### src/shared/amp_mode_pkg.sv
// shared constants and carrier types for the amplifier mode controller
package amp_mode_pkg;

    localparam int          CLK_FREQ_HZ          = 250_000_000;
    // beep qualification: rising edges needed before the beep path takes over
    localparam logic [3:0]  BEEP_MIN_EDGES       = 4'h8;
    // beep ends when no rising edge arrives within this time
    localparam int          BEEP_TIMEOUT_US      = 100;
    localparam int          BEEP_TIMEOUT_CYCLES  = (CLK_FREQ_HZ / 1_000_000) * BEEP_TIMEOUT_US;
    // fixed beep gain 0.3 V/V, expressed in tenths
    localparam logic [7:0]  BEEP_GAIN_TENTHS     = 8'h03;
    localparam logic [4:0]  VOLUME_RESET         = 5'h00;

    // input selector codes
    localparam logic [1:0]  SRC_NONE             = 2'h0;
    localparam logic [1:0]  SRC_LINE             = 2'h1;
    localparam logic [1:0]  SRC_HEADPHONE        = 2'h2;
    localparam logic [1:0]  SRC_BEEP             = 2'h3;

    typedef enum logic [2:0] {
        ST_IDLE  = 3'b001,
        ST_COUNT = 3'b010,
        ST_BEEP  = 3'b100
    } beep_state_e;

    // output stage drive, one bit per amplifier
    typedef struct packed {
        logic left_noninverting_output;
        logic right_noninverting_output;
        logic left_inverting_output;
        logic right_inverting_output;
    } out_enable_s;

    // status register bits
    localparam int          IRQ_BEEP_START       = 0;
    localparam int          IRQ_BEEP_END         = 1;
    localparam int          IRQ_OVERTEMP         = 2;
    localparam int          IRQ_WIDTH            = 3;

    localparam logic [1:0]  ADDR_STATUS          = 2'h0;
    localparam logic [1:0]  ADDR_MASK            = 2'h1;
    localparam logic [1:0]  ADDR_MODE            = 2'h2;
    localparam logic [1:0]  ADDR_VOLUME          = 2'h3;
    localparam logic [2:0]  MASK_RESET           = 3'h0;

endpackage
### src/hw/amp_mode_control.sv
// mode, input selection, beep override and thermal shutdown control of a stereo amplifier
//
// The address map and the plain strobed port were chosen for this implementation.
`timescale 1ns/1ps

// Contract
// - select low enables both inverting amplifiers, bridged drive.
// - select high puts inverting amplifiers in high impedance, single-ended.
// - bridged mode routes the line source pair.
// - single-ended mode routes the headphone source pair.
// - run low mutes all outputs and enters low current state.
// - beep active deselects both pairs and drives bridged from beep input.
// - beep path uses fixed gain, ignoring volume.
// - after beep, previous mode and volume return unchanged.
// - beep in low power wakes, plays, then returns to low power.
// - beep switching only while detect enable is low and beep valid.
// - beep valid after at least eight rising edges.
// - over-temperature turns outputs off.
module amp_mode_control
    import amp_mode_pkg::*;
#(
    parameter int TIMEOUT_CYCLES = BEEP_TIMEOUT_CYCLES
) (
    input  wire logic              ref_clk,
    input  wire logic              rstn,
    input  wire logic              output_config_select,
    input  wire logic              run,
    input  wire logic              beep_input,
    input  wire logic              beep_detect_enable_n,
    input  wire logic              over_temp,
    input  wire logic [1:0]        reg_addr,
    input  wire logic [7:0]        reg_wdata,
    input  wire logic              reg_wr,
    input  wire logic              reg_rd,
    output logic      [7:0]        reg_rdata,
    output out_enable_s            out_enable,
    output logic      [1:0]        source_select,
    output logic      [7:0]        gain_code,
    output logic                   low_current,
    output logic                   bridged_mode,
    output logic                   single_ended_mode,
    output logic                   beep_active,
    output logic                   irq
);

    // two-stage synchronisers for pin inputs: bit order sel, run, beep, en_n, temp
    logic [4:0] sync1_reg;
    logic [4:0] sync2_reg;
    logic [4:0] sync_next;

    always_comb begin
        sync_next = {output_config_select, run, beep_input, beep_detect_enable_n, over_temp};
    end

    always_ff @(posedge ref_clk or negedge rstn) begin
        if (!rstn) begin
            sync1_reg <= 5'h02;
            sync2_reg <= 5'h02;
        end else begin
            sync1_reg <= sync_next;
            sync2_reg <= sync1_reg;
        end
    end

    logic sel_s;
    logic run_s;
    logic beep_s;
    logic en_n_s;
    logic temp_s;
    assign {sel_s, run_s, beep_s, en_n_s, temp_s} = sync2_reg;

    // beep detector
    localparam int TW = $clog2(TIMEOUT_CYCLES + 1);

    beep_state_e    state_reg;
    beep_state_e    state_next;
    logic [3:0]     edges_reg;
    logic [3:0]     edges_next;
    logic [TW-1:0]  idle_reg;
    logic [TW-1:0]  idle_next;
    logic           beep_prev_reg;
    logic           rise;
    logic           timeout;

    assign rise    = beep_s && !beep_prev_reg;
    assign timeout = (idle_reg == TW'(TIMEOUT_CYCLES - 1));

    always_comb begin
        state_next = state_reg;
        edges_next = edges_reg;
        idle_next  = rise ? '0 : (timeout ? idle_reg : idle_reg + TW'(1));
        case (state_reg)
            ST_IDLE: begin
                edges_next = 4'h0;
                if (rise && !en_n_s) begin
                    edges_next = 4'h1;
                    state_next = ST_COUNT;
                end
            end
            ST_COUNT: begin
                if (timeout || en_n_s) begin
                    edges_next = 4'h0;
                    state_next = ST_IDLE;
                end else if (rise) begin
                    edges_next = edges_reg + 4'h1;
                    if (edges_reg + 4'h1 >= BEEP_MIN_EDGES) begin
                        state_next = ST_BEEP;
                    end
                end
            end
            ST_BEEP: begin
                if (timeout || en_n_s) begin
                    edges_next = 4'h0;
                    state_next = ST_IDLE;
                end
            end
            default: begin
                state_next = ST_IDLE;
                edges_next = 4'h0;
            end
        endcase
    end

    always_ff @(posedge ref_clk or negedge rstn) begin
        if (!rstn) begin
            state_reg     <= ST_IDLE;
            edges_reg     <= 4'h0;
            idle_reg      <= '0;
            beep_prev_reg <= 1'b0;
        end else begin
            state_reg     <= state_next;
            edges_reg     <= edges_next;
            idle_reg      <= idle_next;
            beep_prev_reg <= beep_s;
        end
    end

    logic beep_on;
    assign beep_on = (state_reg == ST_BEEP);

    // registers: volume and mode are never touched by the beep, so they restore themselves
    logic [2:0] status_reg;
    logic [2:0] status_next;
    logic [2:0] mask_reg;
    logic [2:0] mask_next;
    logic [4:0] volume_reg;
    logic [4:0] volume_next;
    logic [7:0] rdata_reg;
    logic [7:0] rdata_next;
    logic       temp_prev_reg;
    logic [2:0] events;

    assign events[IRQ_BEEP_START] = (state_next == ST_BEEP) && !beep_on;
    assign events[IRQ_BEEP_END]   = beep_on && (state_next != ST_BEEP);
    assign events[IRQ_OVERTEMP]   = temp_s && !temp_prev_reg;

    always_comb begin
        mask_next   = mask_reg;
        volume_next = volume_reg;
        status_next = status_reg;
        rdata_next  = 8'h00;
        if (reg_wr && reg_addr == ADDR_STATUS) begin
            status_next = status_reg & ~reg_wdata[2:0];
        end else if (reg_wr && reg_addr == ADDR_MASK) begin
            mask_next = reg_wdata[2:0];
        end else if (reg_wr && reg_addr == ADDR_VOLUME) begin
            volume_next = reg_wdata[4:0];
        end
        // a new event wins over a clear in the same cycle
        status_next = status_next | events;
        if (reg_rd && reg_addr == ADDR_STATUS) begin
            rdata_next = {5'h00, status_reg};
        end else if (reg_rd && reg_addr == ADDR_MASK) begin
            rdata_next = {5'h00, mask_reg};
        end else if (reg_rd && reg_addr == ADDR_MODE) begin
            rdata_next = {3'h0, temp_s, beep_on, run_s, sel_s, ~sel_s};
        end else if (reg_rd && reg_addr == ADDR_VOLUME) begin
            rdata_next = {3'h0, volume_reg};
        end
    end

    always_ff @(posedge ref_clk or negedge rstn) begin
        if (!rstn) begin
            status_reg    <= 3'h0;
            mask_reg      <= MASK_RESET;
            volume_reg    <= VOLUME_RESET;
            rdata_reg     <= 8'h00;
            temp_prev_reg <= 1'b0;
        end else begin
            status_reg    <= status_next;
            mask_reg      <= mask_next;
            volume_reg    <= volume_next;
            rdata_reg     <= rdata_next;
            temp_prev_reg <= temp_s;
        end
    end

    assign reg_rdata = rdata_reg;
    assign irq       = |(status_reg & mask_reg);

    // output decision, registered
    out_enable_s oe_next;
    out_enable_s oe_reg;
    logic [1:0]  src_next;
    logic [1:0]  src_reg;
    logic [7:0]  gain_next;
    logic [7:0]  gain_reg;
    logic        lowc_next;
    logic        lowc_reg;

    always_comb begin
        oe_next   = '0;
        src_next  = SRC_NONE;
        gain_next = {3'h0, volume_reg};
        lowc_next = 1'b0;
        if (temp_s) begin
            lowc_next = !run_s;
        end else if (beep_on) begin
            oe_next   = '{1'b1, 1'b1, 1'b1, 1'b1};
            src_next  = SRC_BEEP;
            gain_next = BEEP_GAIN_TENTHS;
        end else if (!run_s) begin
            // volume and mode resume from untouched state
            lowc_next = 1'b1;
        end else if (!sel_s) begin
            oe_next  = '{1'b1, 1'b1, 1'b1, 1'b1};
            src_next = SRC_LINE;
        end else begin
            oe_next  = '{1'b1, 1'b1, 1'b0, 1'b0};
            src_next = SRC_HEADPHONE;
        end
    end

    always_ff @(posedge ref_clk or negedge rstn) begin
        if (!rstn) begin
            oe_reg   <= '0;
            src_reg  <= SRC_NONE;
            gain_reg <= 8'h00;
            lowc_reg <= 1'b1;
        end else begin
            oe_reg   <= oe_next;
            src_reg  <= src_next;
            gain_reg <= gain_next;
            lowc_reg <= lowc_next;
        end
    end

    assign out_enable        = oe_reg;
    assign source_select     = src_reg;
    assign gain_code         = gain_reg;
    assign low_current       = lowc_reg;
    assign beep_active       = (src_reg == SRC_BEEP);
    assign bridged_mode      = oe_reg.left_inverting_output;
    assign single_ended_mode = oe_reg.left_noninverting_output && !oe_reg.left_inverting_output;

    // assertions
    property p_bridged;
        @(posedge ref_clk) disable iff (!rstn)
        (!sel_s && run_s && !temp_s && !beep_on) |=> (out_enable == 4'hF && source_select == SRC_LINE);
    endproperty
    a_bridged: assert property (p_bridged) else $error("bridged mode not applied");

    property p_single;
        @(posedge ref_clk) disable iff (!rstn)
        (sel_s && run_s && !temp_s && !beep_on) |=> (out_enable == 4'hC && source_select == SRC_HEADPHONE);
    endproperty
    a_single: assert property (p_single) else $error("single-ended mode not applied");

    property p_mute;
        @(posedge ref_clk) disable iff (!rstn)
        (!run_s && !beep_on) |=> (out_enable == 4'h0 && low_current);
    endproperty
    a_mute: assert property (p_mute) else $error("run low did not mute");

    property p_beep_drive;
        @(posedge ref_clk) disable iff (!rstn)
        (beep_on && !temp_s) |=> (source_select == SRC_BEEP && out_enable == 4'hF && !low_current);
    endproperty
    a_beep_drive: assert property (p_beep_drive) else $error("beep path not driven");

    property p_beep_gain;
        @(posedge ref_clk) disable iff (!rstn)
        beep_active |-> gain_code == BEEP_GAIN_TENTHS;
    endproperty
    a_beep_gain: assert property (p_beep_gain) else $error("beep gain not fixed");

    property p_restore;
        @(posedge ref_clk) disable iff (!rstn)
        (beep_on ##1 (!beep_on && run_s && !temp_s && !reg_wr)) |=> gain_code == {3'h0, volume_reg};
    endproperty
    a_restore: assert property (p_restore) else $error("volume not restored after beep");

    property p_enable_gate;
        @(posedge ref_clk) disable iff (!rstn)
        $rose(beep_on) |-> $past(!en_n_s) && $past(edges_reg) == BEEP_MIN_EDGES - 4'h1;
    endproperty
    a_enable_gate: assert property (p_enable_gate) else $error("beep switched without eight edges");

    property p_thermal;
        @(posedge ref_clk) disable iff (!rstn)
        temp_s |=> out_enable == 4'h0;
    endproperty
    a_thermal: assert property (p_thermal) else $error("outputs on while over temperature");

    property p_timeout;
        @(posedge ref_clk) disable iff (!rstn)
        (state_reg != ST_IDLE && timeout) |=> (state_reg == ST_IDLE && edges_reg == 4'h0);
    endproperty
    a_timeout: assert property (p_timeout) else $error("silence did not end beep");

endmodule

### config.mk
export PLATFORM = sky130hd
export DESIGN_NAME = amp_mode_control
export DESIGN_NICKNAME = d
export VERILOG_FILES = /design/src/shared/amp_mode_pkg.sv /design/src/hw/amp_mode_control.sv
export SDC_FILE = /design/constraint.sdc
export NUM_CORES = 1
export LEC_CHECK = 0
export BUFFER_PORTS_ARGS = -buffer_cell sky130_fd_sc_hd__buf_2
export CORE_MARGIN = 4
export CORE_UTILIZATION = 55
export CTS_CLUSTER_SIZE = 20
export DETAILED_ROUTE_END_ITERATION = 7
export GPL_ROUTABILITY_DRIVEN = 0
export PLACE_DENSITY = 0.91
export SKIP_CTS_REPAIR_TIMING = 1
export SYNTH_ARGS = -nofsm -noshare
export SYNTH_HDL_FRONTEND = slang
export SYNTH_SLANG_ARGS = --single-unit
export TNS_END_PERCENT = 100
### constraint.sdc
create_clock -name ref_clk -period 4.8 [get_ports ref_clk]
set_input_delay 0.96 -clock ref_clk [delete_from_list [all_inputs] [get_ports ref_clk]]
set_output_delay 0.96 -clock ref_clk [all_outputs]
set_load 0.005 [all_outputs]
* Yosys cells after proc, flatten, opt, wreduce, memory -nomap -nowiden *
Index checks and enable logic that the tools add are counted.

storage, ports and cells
  register bits after elaboration = 68
  input port bits = 19
  word-level logic and storage cells = 97

cells by class
  add/subtract/negate cells = 2
  $lt $le $gt $ge = 1
  eq/ne operators = 13
  multiplexer cells = 31
  bitwise gates (word level) = 7
  reduce and logical (&&, ||, !) cells = 25

operators by type and width
  kind                                                 count
  2-to-1 mux 15 bit                                    2
  2-to-1 mux 5 bit                                     5
  2-to-1 mux 4 bit                                     6
  2-to-1 mux 3 bit                                     6
  adder 15 x 1 -> 15 bit, second input constant        1
  equality test 15 bit, second input constant          1
  logical AND 1 bit                                    13
  case mux 4 bit (3 select lines)                      1
  2-to-1 mux 2 bit                                     5
  case mux 3 bit (3 select lines)                      1
  2-to-1 mux 8 bit                                     1
  AND 3 bit                                            2
  equality test 2 bit, second input constant           3
  equality test 3 bit, second input constant           2
  logical NOT 1 bit                                    6
  != test 3 bit, second input constant                 2
  adder 4 x 1 -> 4 bit, second input constant          1
  >= comparator 4 bit, second input constant           1
  2-to-1 mux 1 bit                                     4
  AND reduction 2 bit                                  2
  equality test 3 x 1 -> 1 bit, second input constant  1
  equality test 3 x 2 -> 1 bit, second input constant  1
  inverter 1 bit                                       3
  inverter 3 bit                                       1
  other kinds (8)                                      8

* Logic depth before layout (Yosys ltp) *
Gate-level depths: netlist of run 1.

  depth after elaboration = 9
  gate-level depth with buffers = 7
  depth with buffers taken out = 5

* Worst setup path before layout of run 1 *
Ideal clock, no wire load.

  path type = input port to flip-flop
  from = input reg_addr[0]
  to = register rdata_reg[0], in the netlist reg_rdata[0]
  data arrival time = 1.970 ns
  slack = 2.711 ns
  cell stages on the path = 3
  buffers on the path = 1
  path through = clkbuf_1 -> mux4_2 -> and2_1

between the ends
  longest elaborated chain between the ends = 6

RTL lines
  item                  line                     source
  from (decl)           amp_mode_control.sv:31   input wire logic [1:0] reg_addr,
  equality test 2 bit   amp_mode_control.sv:177  end else if (reg_rd && reg_addr == ADDR_VOLUME) begin
  logical AND 1 bit     amp_mode_control.sv:177
  2-to-1 mux 5 bit      amp_mode_control.sv:177
  2-to-1 mux 5 bit      amp_mode_control.sv:175  end else if (reg_rd && reg_addr == ADDR_MODE) begin
  2-to-1 mux 5 bit      amp_mode_control.sv:173  end else if (reg_rd && reg_addr == ADDR_MASK) begin
  2-to-1 mux 5 bit *    amp_mode_control.sv:171  if (reg_rd && reg_addr == ADDR_STATUS) begin
  via rdata_next[0]     amp_mode_control.sv:149  logic [7:0] rdata_next;
  to (signal assigned)  amp_mode_control.sv:193  rdata_reg <= rdata_next;
  to (decl)             amp_mode_control.sv:148  logic [7:0] rdata_reg;

The timed path passes the listed nets; every way through them passes the cells marked *.
A chain may end at the register's enable or synchronous reset.

* Final worst setup path of run 1 *
  from = register status_reg[2]
  to = output irq

between the ends
  longest elaborated chain between the ends = 2

RTL lines
  item                    line                     source
  from (decl)             amp_mode_control.sv:142  logic [2:0] status_reg;
  from (signal assigned)  amp_mode_control.sv:190  status_reg <= status_next;
  AND 3 bit               amp_mode_control.sv:199  assign irq = |(status_reg & mask_reg);
  OR reduction 3 bit      amp_mode_control.sv:199
  to (decl)               amp_mode_control.sv:43   output logic irq

No other way between the ends.

==> results of run 1 <==
## worst register-to-register path, stage by stage (launching register included)
cell and delay [ns]:
dfrtp_1 0.36, nor2b_1 0.82, o21a_1 0.34, nor4_4 0.06
mux2_2 0.28
## worst max-delay path by stage
| stage | from | to | cells past startpoint |
|---|---|---|---|
| after global routing | status_reg[2] | irq | 3 |
| after detailed placement | reg_addr[0] | reg_rdata[1] | 3 |
| final | status_reg[2] | irq | 3 |
| after CTS | status_reg[2] | irq | 3 |
| after floorplan | reg_addr[0] | reg_rdata[0] | 3 |
| after global placement | reg_addr[0] | reg_rdata[0] | 3 |
## per-stage QoR
| stage | area (sq um) | power [uW] | instances | util |
|---|---|---|---|---|
| after floorplan | 2660 | 650 | 235 | - |
| after global placement | 2790 | 691 | 305 | 0.620 |
| after detailed placement | 2790 | 701 | 305 | 0.620 |
| after CTS | 2980 | 1140 | 321 | 0.662 |
| after global routing | 2980 | 1190 | 321 | 0.662 |
| final | 2980 | 1130 | 321 | 0.662 |
## per-layer routing
metal  vias up  GRT usage
met5         -          0
met4         0     0.0925
met3        14     0.0597
met2        83      0.290
met1       921      0.235
li1        876          -
## cell usage after synthesis (2+ instances only)
cell type / count / area [sq um]
o31a_1: 2 / 17.5
dfstp_2: 4 / 105
or2_2: 3 / 18.8
nor3_1: 3 / 15.0
and4bb_1: 2 / 25.0
nand4_1: 5 / 31.3
inv_1: 6 / 22.5
nand2_1: 16 / 60.1
xor2_1: 5 / 43.8
or3_1: 3 / 18.8
clkbuf_1: 7 / 26.3
or4_1: 3 / 22.5
o31ai_1: 5 / 37.5
a21oi_1: 14 / 70.1
o21a_1: 2 / 15.0
mux2i_1: 3 / 30.0
and2_1: 6 / 37.5
ha_1: 2 / 25.0
dfrtp_1: 55 / 1380
nand3_1: 8 / 40.0
and3_1: 2 / 12.5
buf_4: 10 / 75.1
nand2b_1: 6 / 37.5
mux4_2: 3 / 67.6
o21ai_0: 6 / 30.0
mux2_2: 9 / 101
nor2b_1: 5 / 31.3
a22o_1: 3 / 26.3
nor2_1: 13 / 48.8
and4_1: 3 / 26.3
nor4_1: 2 / 12.5
## layout make-up
cell class	instances	area [sq um]	share of cell area
Clock buffer	13	149	0.0500
Clock inverter	3	40.0	0.0134
Inverter	6	22.5	0.00756
Multi-Input combinational cell	151	1030	0.347
Sequential cell	59	1480	0.497
Tap cell	52	65.1	0.0218
Timing Repair Buffer	37	188	0.0630
## cell families after synthesis
kind of cell / count (synthesis)
XOR/XNOR: 6
other: 1
AO/OA/AOI/OAI: 36
buffers and inverters: 25
AND/OR/NAND/NOR: 86
flip-flops: 59
adder cells (fa/ha/maj): 2
multiplexers: 15
## power breakdown
| part | internal, uW | total (uW) | switching [uW] |
|---|---|---|---|
| combinational | 57.3 | 114 | 57.1 |
| clock | 253 | 437 | 185 |
| sequential | 543 | 578 | 34.9 |
| total | 853 | 1130 | 276 |
## placed cells by master (no fill, tap or decap), drive strengths merged, types with 4 or more instances in the layout
cell type  instances
o31ai              5
nor2b              5
and2               6
xor2               5
a21oi             14
nand2b             6
dfrtp             55
conb               6
nand2             16
o21ai              6
mux2               9
buf               37
clkbuf            13
nor2              13
dfstp              4
nand3              8
inv                6
and4               4
nand4              5
==> metrics.yaml, run 1 <==
min_period_over_period: 0.466
routedWlPerCell_um: 15.9
num_rows: 24
drt_drc_violations_left: 0
min-delay-start: "sync1_reg[2]"
hold_class: "flop to flop"
min_to: "sync2_reg[2]"
netlist_area_sq_mm: 0.00264
clkTransAtPathRegs_ns: 0.07
cp.arrival_ns: 1.28
worstMarginPinSlew_ns: 1.03
wl_met2_mm: 2.52
wl_met1_mm: 2.08
nets: 285
dp_slack_ns: 2.80
critical_path_buf_inv_count: 2
r2r_start: "sync2_reg[2]"
final_hold_viol_count: 0
die_area_sq_mm: 0.00597
cts_root_buffer: "clkbuf_8"
slowest_delay_ns: 0.40
cp_max_fo: 3
synth-simple-area-share: 0.191
crit_chain: "a222oi_1 > inv_1 > buf_2"
ys_seq_elements: 59
grt_pass1_vias: 1782
muxShareOfSynthArea: 0.0754
r2r_slack_ns: 2.84
hold_depth: 0
ant_nets: 0
io_pins: 46
syn_area_per_cell_sq_um: 11.5
syn_inst: 230
area_growth_pct: 13.0
slew_headroom: 0.309
numPortBuffers: 36
overflow: 0
viasPerCell: 5.90
leakage_uw: 0.00137
power_density_mw_per_mm2: 379
start_util: 0.586
antenna_found_initial: 0
fillerInstances: 323
synth_edf_count: 0
clock-sinks: 59
finClkSkew_ns: 0.0110
setup_slack_ns: 2.56
fin_crit_ns: 2.24
die_x_um: 77.3
synth_top_family_by_area: "simple AND/OR/NAND/NOR gates"
worstReg2RegEnd: "edges_reg[1]"
clock.fmax_mhz: 447
wirelength_mm: 5.11
crit_slowest_cell: "dfrtp_1"
rsz0062_at_grt: "false"
synth_xor_area_frac: 0.0199
hold_slack_ns: 0.345
clk_latency_ns: 0.34
synth_compound_area_frac: 0.0882
start_kind: "flop"
status: "complete, no violations"
diodes: 0
vias: 1894
clockBufferDepth: 2
htreeDepth: 3
async_reset_ff_frac: 1.00
largest_reg_flops: 15
synth-seq-area-share: 0.562
top_layer: "met4"
dr.pass1.iters: 6
critPathCaptureType: "output port"
tritoncts: "built"
setup_violations: 0
die_y_um: 77.3
slew_viol_final: 0
grt.total_usage: 0.187
crit_family: "flip-flops"
ys_types: 45
finalSetupTns_ns: 0
synth_warnings: 0
peakVddDrop_uv: 215
required_ns: 3.84
layout-drive-gt1-share: 0.268
cts_inserted_buffers: 9
grt_max_degree: 60
synth_ff_type: "dfrtp_1"
max_cap_violations: 0
reg2reg_depth: 4
worst-setup-path-type: "flop to output port"
drtIter0Drc: 243
met3RoutedLength_um: 405
coreArea_sq_mm: 0.00450
grt_pass1_wl_mm: 8.61
synthAdderAreaFrac: 0.00949
dp_hpwl_mm: 3.39
Power figures use the tool's default switching activity.
==> run 2, diff against run 1 <==
--- a/config.mk
+++ b/config.mk
@@ -7,11 +7,11 @@
 export LEC_CHECK = 0
 export BUFFER_PORTS_ARGS = -buffer_cell sky130_fd_sc_hd__buf_2
 export CORE_MARGIN = 4
-export CORE_UTILIZATION = 55
+export CORE_UTILIZATION = 50
 export CTS_CLUSTER_SIZE = 20
 export DETAILED_ROUTE_END_ITERATION = 7
 export GPL_ROUTABILITY_DRIVEN = 0
-export PLACE_DENSITY = 0.91
+export PLACE_DENSITY = 0.87
 export SKIP_CTS_REPAIR_TIMING = 1
 export SYNTH_ARGS = -nofsm -noshare
 export SYNTH_HDL_FRONTEND = slang
==> constraint.sdc (replaced) <==
create_clock -name ref_clk -period 1.8 [get_ports ref_clk]
set_input_delay 0.36 -clock ref_clk [delete_from_list [all_inputs] [get_ports ref_clk]]
set_output_delay 0.36 -clock ref_clk [all_outputs]
set_load 0.005 [all_outputs]
==> metrics.yaml, run 2 (same netlist as run 1, synthesis figures left out) <==
status: "complete, no violations"
drt_drc_violations_left: 0  # unchanged
reg2reg_depth: 5  # +1
p_total_uw: 3190  # +180%
viasPerCell: 5.50  # -6.8%
crit_chain: "ha_1 > and3_1 > and4_4 > or4_1 > a21oi_1"
final_cell_mix: "dfrtp_1, buf_2, nand2_1"
numPortBuffers: 36  # unchanged
crit_cells: 5  # +2
post-place-cells: 328  # +7.5%
coreArea_sq_mm: 0.00511  # +13%
setup_slack_ns: 0.0636  # -2.50 ns
clkTransAtPathRegs_ns: 0.07  # about the same
dr.pass1.iters: 4  # -2
cp_max_fo: 9  # +6
final_hold_viol_count: 0  # unchanged
dp_hpwl_mm: 3.50  # +3.5%
clockBufferDepth: 2  # unchanged
hold_class: "primary input to async pin"
die_y_um: 80.6  # +4.4%
required_ns: 2.06  # -1.78 ns
cp-endpoint: "idle_reg[5]"
num_rows: 26  # +8.3%
tritoncts: "built"
rsz0062_at_grt: "false"
slowest_delay_ns: 0.50  # +0.10 ns
r2r_slack_ns: 0.06  # -2.78 ns
worst-setup-path-type: "flop to flop"
worstReg2RegEnd: "idle_reg[5]"
crit_slowest_cell: "or4_1"
finalSetupTns_ns: 0  # unchanged
cp.arrival_ns: 1.99  # +0.71 ns
max_cap_violations: 0  # unchanged
r2r_start: "idle_reg[1]"
grt_max_degree: 60  # unchanged
cts_inserted_buffers: 9  # unchanged
critical_path_buf_inv_count: 0  # -2
die_x_um: 80.6  # +4.4%
vias: 1908  # +0.74%
clock-sinks: 59  # unchanged
utilization: 0.610  # -0.0522
peakVddDrop_uv: 446  # +110%
overflow: 0  # unchanged
drtIter0Drc: 164  # -33%
cts_root_buffer: "clkbuf_8"
start_kind: "flop"
clk_latency_ns: 0.33  # about the same
start_util: 0.516  # -0.0691
layout-drive-gt1-share: 0.300  # +0.0320
finClkSkew_ns: 0.00746  # -0.00354 ns
dp_slack_ns: 0.0200  # -2.78 ns
fin_crit_ns: 1.74
wirelength_mm: 5.20  # +1.9%
crit_start: "idle_reg[1]"
die_area_sq_mm: 0.00650  # +8.9%
finalNonFillerCells: 347  # +8.1%
grt_pass1_vias: 1819  # +2.1%
grt_pass1_wl_mm: 8.18  # -5.0%
power_density_mw_per_mm2: 1020  # +170%
routedWlPerCell_um: 15.0  # -5.8%
clock.fmax_mhz: 576
antenna_found_initial: 0  # unchanged
leakage_uw: 0.00142  # +3.4%
crit_family: "simple AND/OR/NAND/NOR gates"
critPathCaptureType: "flop"
setup_violations: 0  # unchanged
htreeDepth: 3  # unchanged
min_period_over_period: 0.965
ant_nets: 0  # unchanged
grt.total_usage: 0.169  # -0.0174
final_common_cell: "dfrtp_1"
slew_viol_final: 0  # unchanged
nets: 293  # +2.8%
io_pins: 46  # unchanged
largest_reg_flops: 15  # unchanged
area_growth_pct: 18.0
diodes: 0  # unchanged
run 2: worst min-delay path by stage:
stage / slack, ns / cells after the start / to / start
after global placement: 0.33 / 0 / sync2_reg[4] / sync1_reg[4]
after global routing: 0.03 / 2 / sync1_reg[3] / rstn
final: 0.009 / 2 / idle_reg[2] / rstn
after floorplan: 0.06 / 0 / beep_prev_reg / rstn
after detailed placement: 0.34 / 0 / sync2_reg[4] / sync1_reg[4]
after CTS: 0.02 / 2 / sync1_reg[3] / rstn
run 2: final cells by class:
class / count / area, sq um
fillers: 399 / 1990
flip-flops and latches: 59 / 1480
multi-input cells: 152 / 1040
repair buffers: 44 / 253
clock buffers: 9 / 124
clock inverters: 7 / 100
well taps: 70 / 87.6
inverters: 6 / 22.5
run 2: power breakdown:
part,switching (uW),internal (uW)
logic,154,166
registers,88.4,1450
clock network,545,785
total,787,2400
run 2: routing by layer:
metal / vias up / wire (um) / global-route usage
met4: 0 / 120 / 0.106
met2: 65 / 2600 / 0.272
met3: 11 / 326 / 0.0504
met5: - / 0 / 0
li1: 892 / - / -
met1: 940 / 2160 / 0.198
run 2: metrics by stage:
stage          hold slack [ns]  instance area [sq um]
3_5_place_dp             0.337                   2860
5_1_grt                 0.0304                   3110
4_1_cts                 0.0151                   3090
3_3_place_gp             0.333                   2860
2_1_floorplan           0.0644                   2660
6_report               0.00852                   3110
==> run 3, diff against run 2 <==
--- a/config.mk
+++ b/config.mk
@@ -11,7 +11,7 @@
 export CTS_CLUSTER_SIZE = 20
 export DETAILED_ROUTE_END_ITERATION = 7
 export GPL_ROUTABILITY_DRIVEN = 0
-export PLACE_DENSITY = 0.87
+export PLACE_DENSITY = 0.81
 export SKIP_CTS_REPAIR_TIMING = 1
 export SYNTH_ARGS = -nofsm -noshare
 export SYNTH_HDL_FRONTEND = slang
==> metrics.yaml, run 3 (same netlist as run 1, synthesis figures left out) <==
viasPerCell: 5.32  # -3.3%
min_period_over_period: 0.970  # +0.00528
numPortBuffers: 36  # unchanged
ant_nets: 0  # unchanged
clkTransAtPathRegs_ns: 0.07  # about the same
hold_class: "primary input to async pin"
wirelength_mm: 5.04  # -3.1%
clock-sinks: 59  # unchanged
r2r_start: "idle_reg[0]"
layout-drive-gt1-share: 0.306  # +0.00612
final_common_cell: "dfrtp_1"
dr.pass1.iters: 4  # unchanged
grt_max_degree: 60  # unchanged
drt_drc_violations_left: 0  # unchanged
status: "finished, violations left"
dp_slack_ns: 0.0304  # +0.0104 ns
cts_root_buffer: "clkbuf_8"
crit_family: "simple AND/OR/NAND/NOR gates"
clockBufferDepth: 2  # unchanged
required_ns: 2.07  # about the same
finalSetupTns_ns: 0  # unchanged
grt_pass1_wl_mm: 8.32  # +1.7%
overflow: 0  # unchanged
htreeDepth: 3  # unchanged
setup_violations: 0  # unchanged
setup_slack_ns: 0.0541  # -0.00950 ns
antenna_found_initial: 0  # unchanged
p_total_uw: 3210  # +0.86%
start_util: 0.516  # unchanged
finClkSkew_ns: 0.00527  # -0.00220 ns
leakage_uw: 0.00144  # +1.1%
largest_reg_flops: 15  # unchanged
nets: 294  # +0.34%
cts_inserted_buffers: 9  # unchanged
coreArea_sq_mm: 0.00511  # unchanged
reg2reg_depth: 5  # unchanged
routedWlPerCell_um: 14.5  # -3.4%
io_pins: 46  # unchanged
dp_hpwl_mm: 3.34  # -4.7%
hold_slack_ns: -0.00121  # -0.00974 ns
start_kind: "flop"
crit_slowest_cell: "or4_1"
grt.total_usage: 0.172  # +0.00241
clk_latency_ns: 0.34  # about the same
drtIter0Drc: 161  # -1.8%
critPathCaptureType: "flop"
worstReg2RegEnd: "idle_reg[7]"
die_area_sq_mm: 0.00650  # unchanged
tritoncts: "built"
diodes: 0  # unchanged
violations: "hold timing"
peakVddDrop_uv: 638  # +43%
vias: 1850  # -3.0%
fillerInstances: 423  # +6.0%
grt_pass1_vias: 1809  # -0.55%
num_rows: 26  # unchanged
fin_crit_ns: 1.75  # +0.00950 ns
critical_path_buf_inv_count: 0  # unchanged
crit_chain: "ha_1 > and3_4 > and4_4 > or4_1 > a21oi_2"
die_x_um: 80.6  # unchanged
utilization: 0.613  # +0.00392
cp_max_fo: 7  # -2
final_cell_mix: "dfrtp_1, buf_2, nand2_1"
final_hold_viol_count: 1  # +1
cp.arrival_ns: 2.02  # +0.03 ns
area_growth_pct: 18.8
clock.fmax_mhz: 573  # -0.54%
power_density_mw_per_mm2: 1030  # +0.22%
die_y_um: 80.6  # unchanged
slew_viol_final: 0  # unchanged
max_cap_violations: 0  # unchanged
worst-setup-path-type: "flop to flop"
slowest_delay_ns: 0.54  # +0.04 ns
r2r_slack_ns: 0.05  # about the same
==> run 3: layer usage <==
layer  track usage  routed length (um)  up-vias
li1              -                   -      892
met1         0.226                2260      895
met2         0.255                2390       54
met3        0.0482                 288        9
met4        0.0946                 108        0
met5             0                   0        -
==> run 3: per-stage QoR <==
| step | instances | hold WS, ns | cell area (sq um) |
|---|---|---|---|
| detailed placement | 328 | 0.335 | 2860 |
| CTS | 344 | 0.0166 | 3090 |
| finish | 348 | -0.00121 | 3130 |
| global route | 348 | 0.0238 | 3130 |
| floorplan | 235 | 0.0644 | 2660 |
| global placement | 328 | 0.332 | 2860 |
==> run 3: power breakdown <==
group / switching, uW / leakage (uW) / internal, uW
Clock: 509 / 0.000113 / 852
Sequential: 86.0 / 0.000744 / 1450
Combinational: 152 / 0.000579 / 166
==> run 3: layout make-up <==
type,instances,area (sq um),area share
flip-flops and latches,59,1480,0.473
clock inverters,4,72.6,0.0232
multi-input cells,152,1050,0.336
inverters,6,22.5,0.00719
well taps,70,87.6,0.0280
clock buffers,12,155,0.0495
repair buffers,45,260,0.0831
==> run 3: how the worst max path moves through the flow <==
stage | end | start | cells past startpoint | slack, ns
finish | idle_reg[7] | idle_reg[0] | 5 | 0.05
global route | idle_reg[7] | idle_reg[0] | 5 | -0.01
CTS | idle_reg[7] | idle_reg[0] | 5 | 0.009
detailed placement | idle_reg[7] | idle_reg[0] | 5 | 0.03
global placement | edges_reg[1] | idle_reg[0] | 5 | 0.08
floorplan | edges_reg[1] | idle_reg[0] | 6 | 0.04
==> run 3: worst reg2reg max path, delay by kind of cell, from the launching register on <==
family                     cells  cell delay, ns
AOI/OAI and AO/OA              1            0.16
adders and majority gates      1            0.22
and+or+nand+nor                3            0.90
DFF                            1            0.40
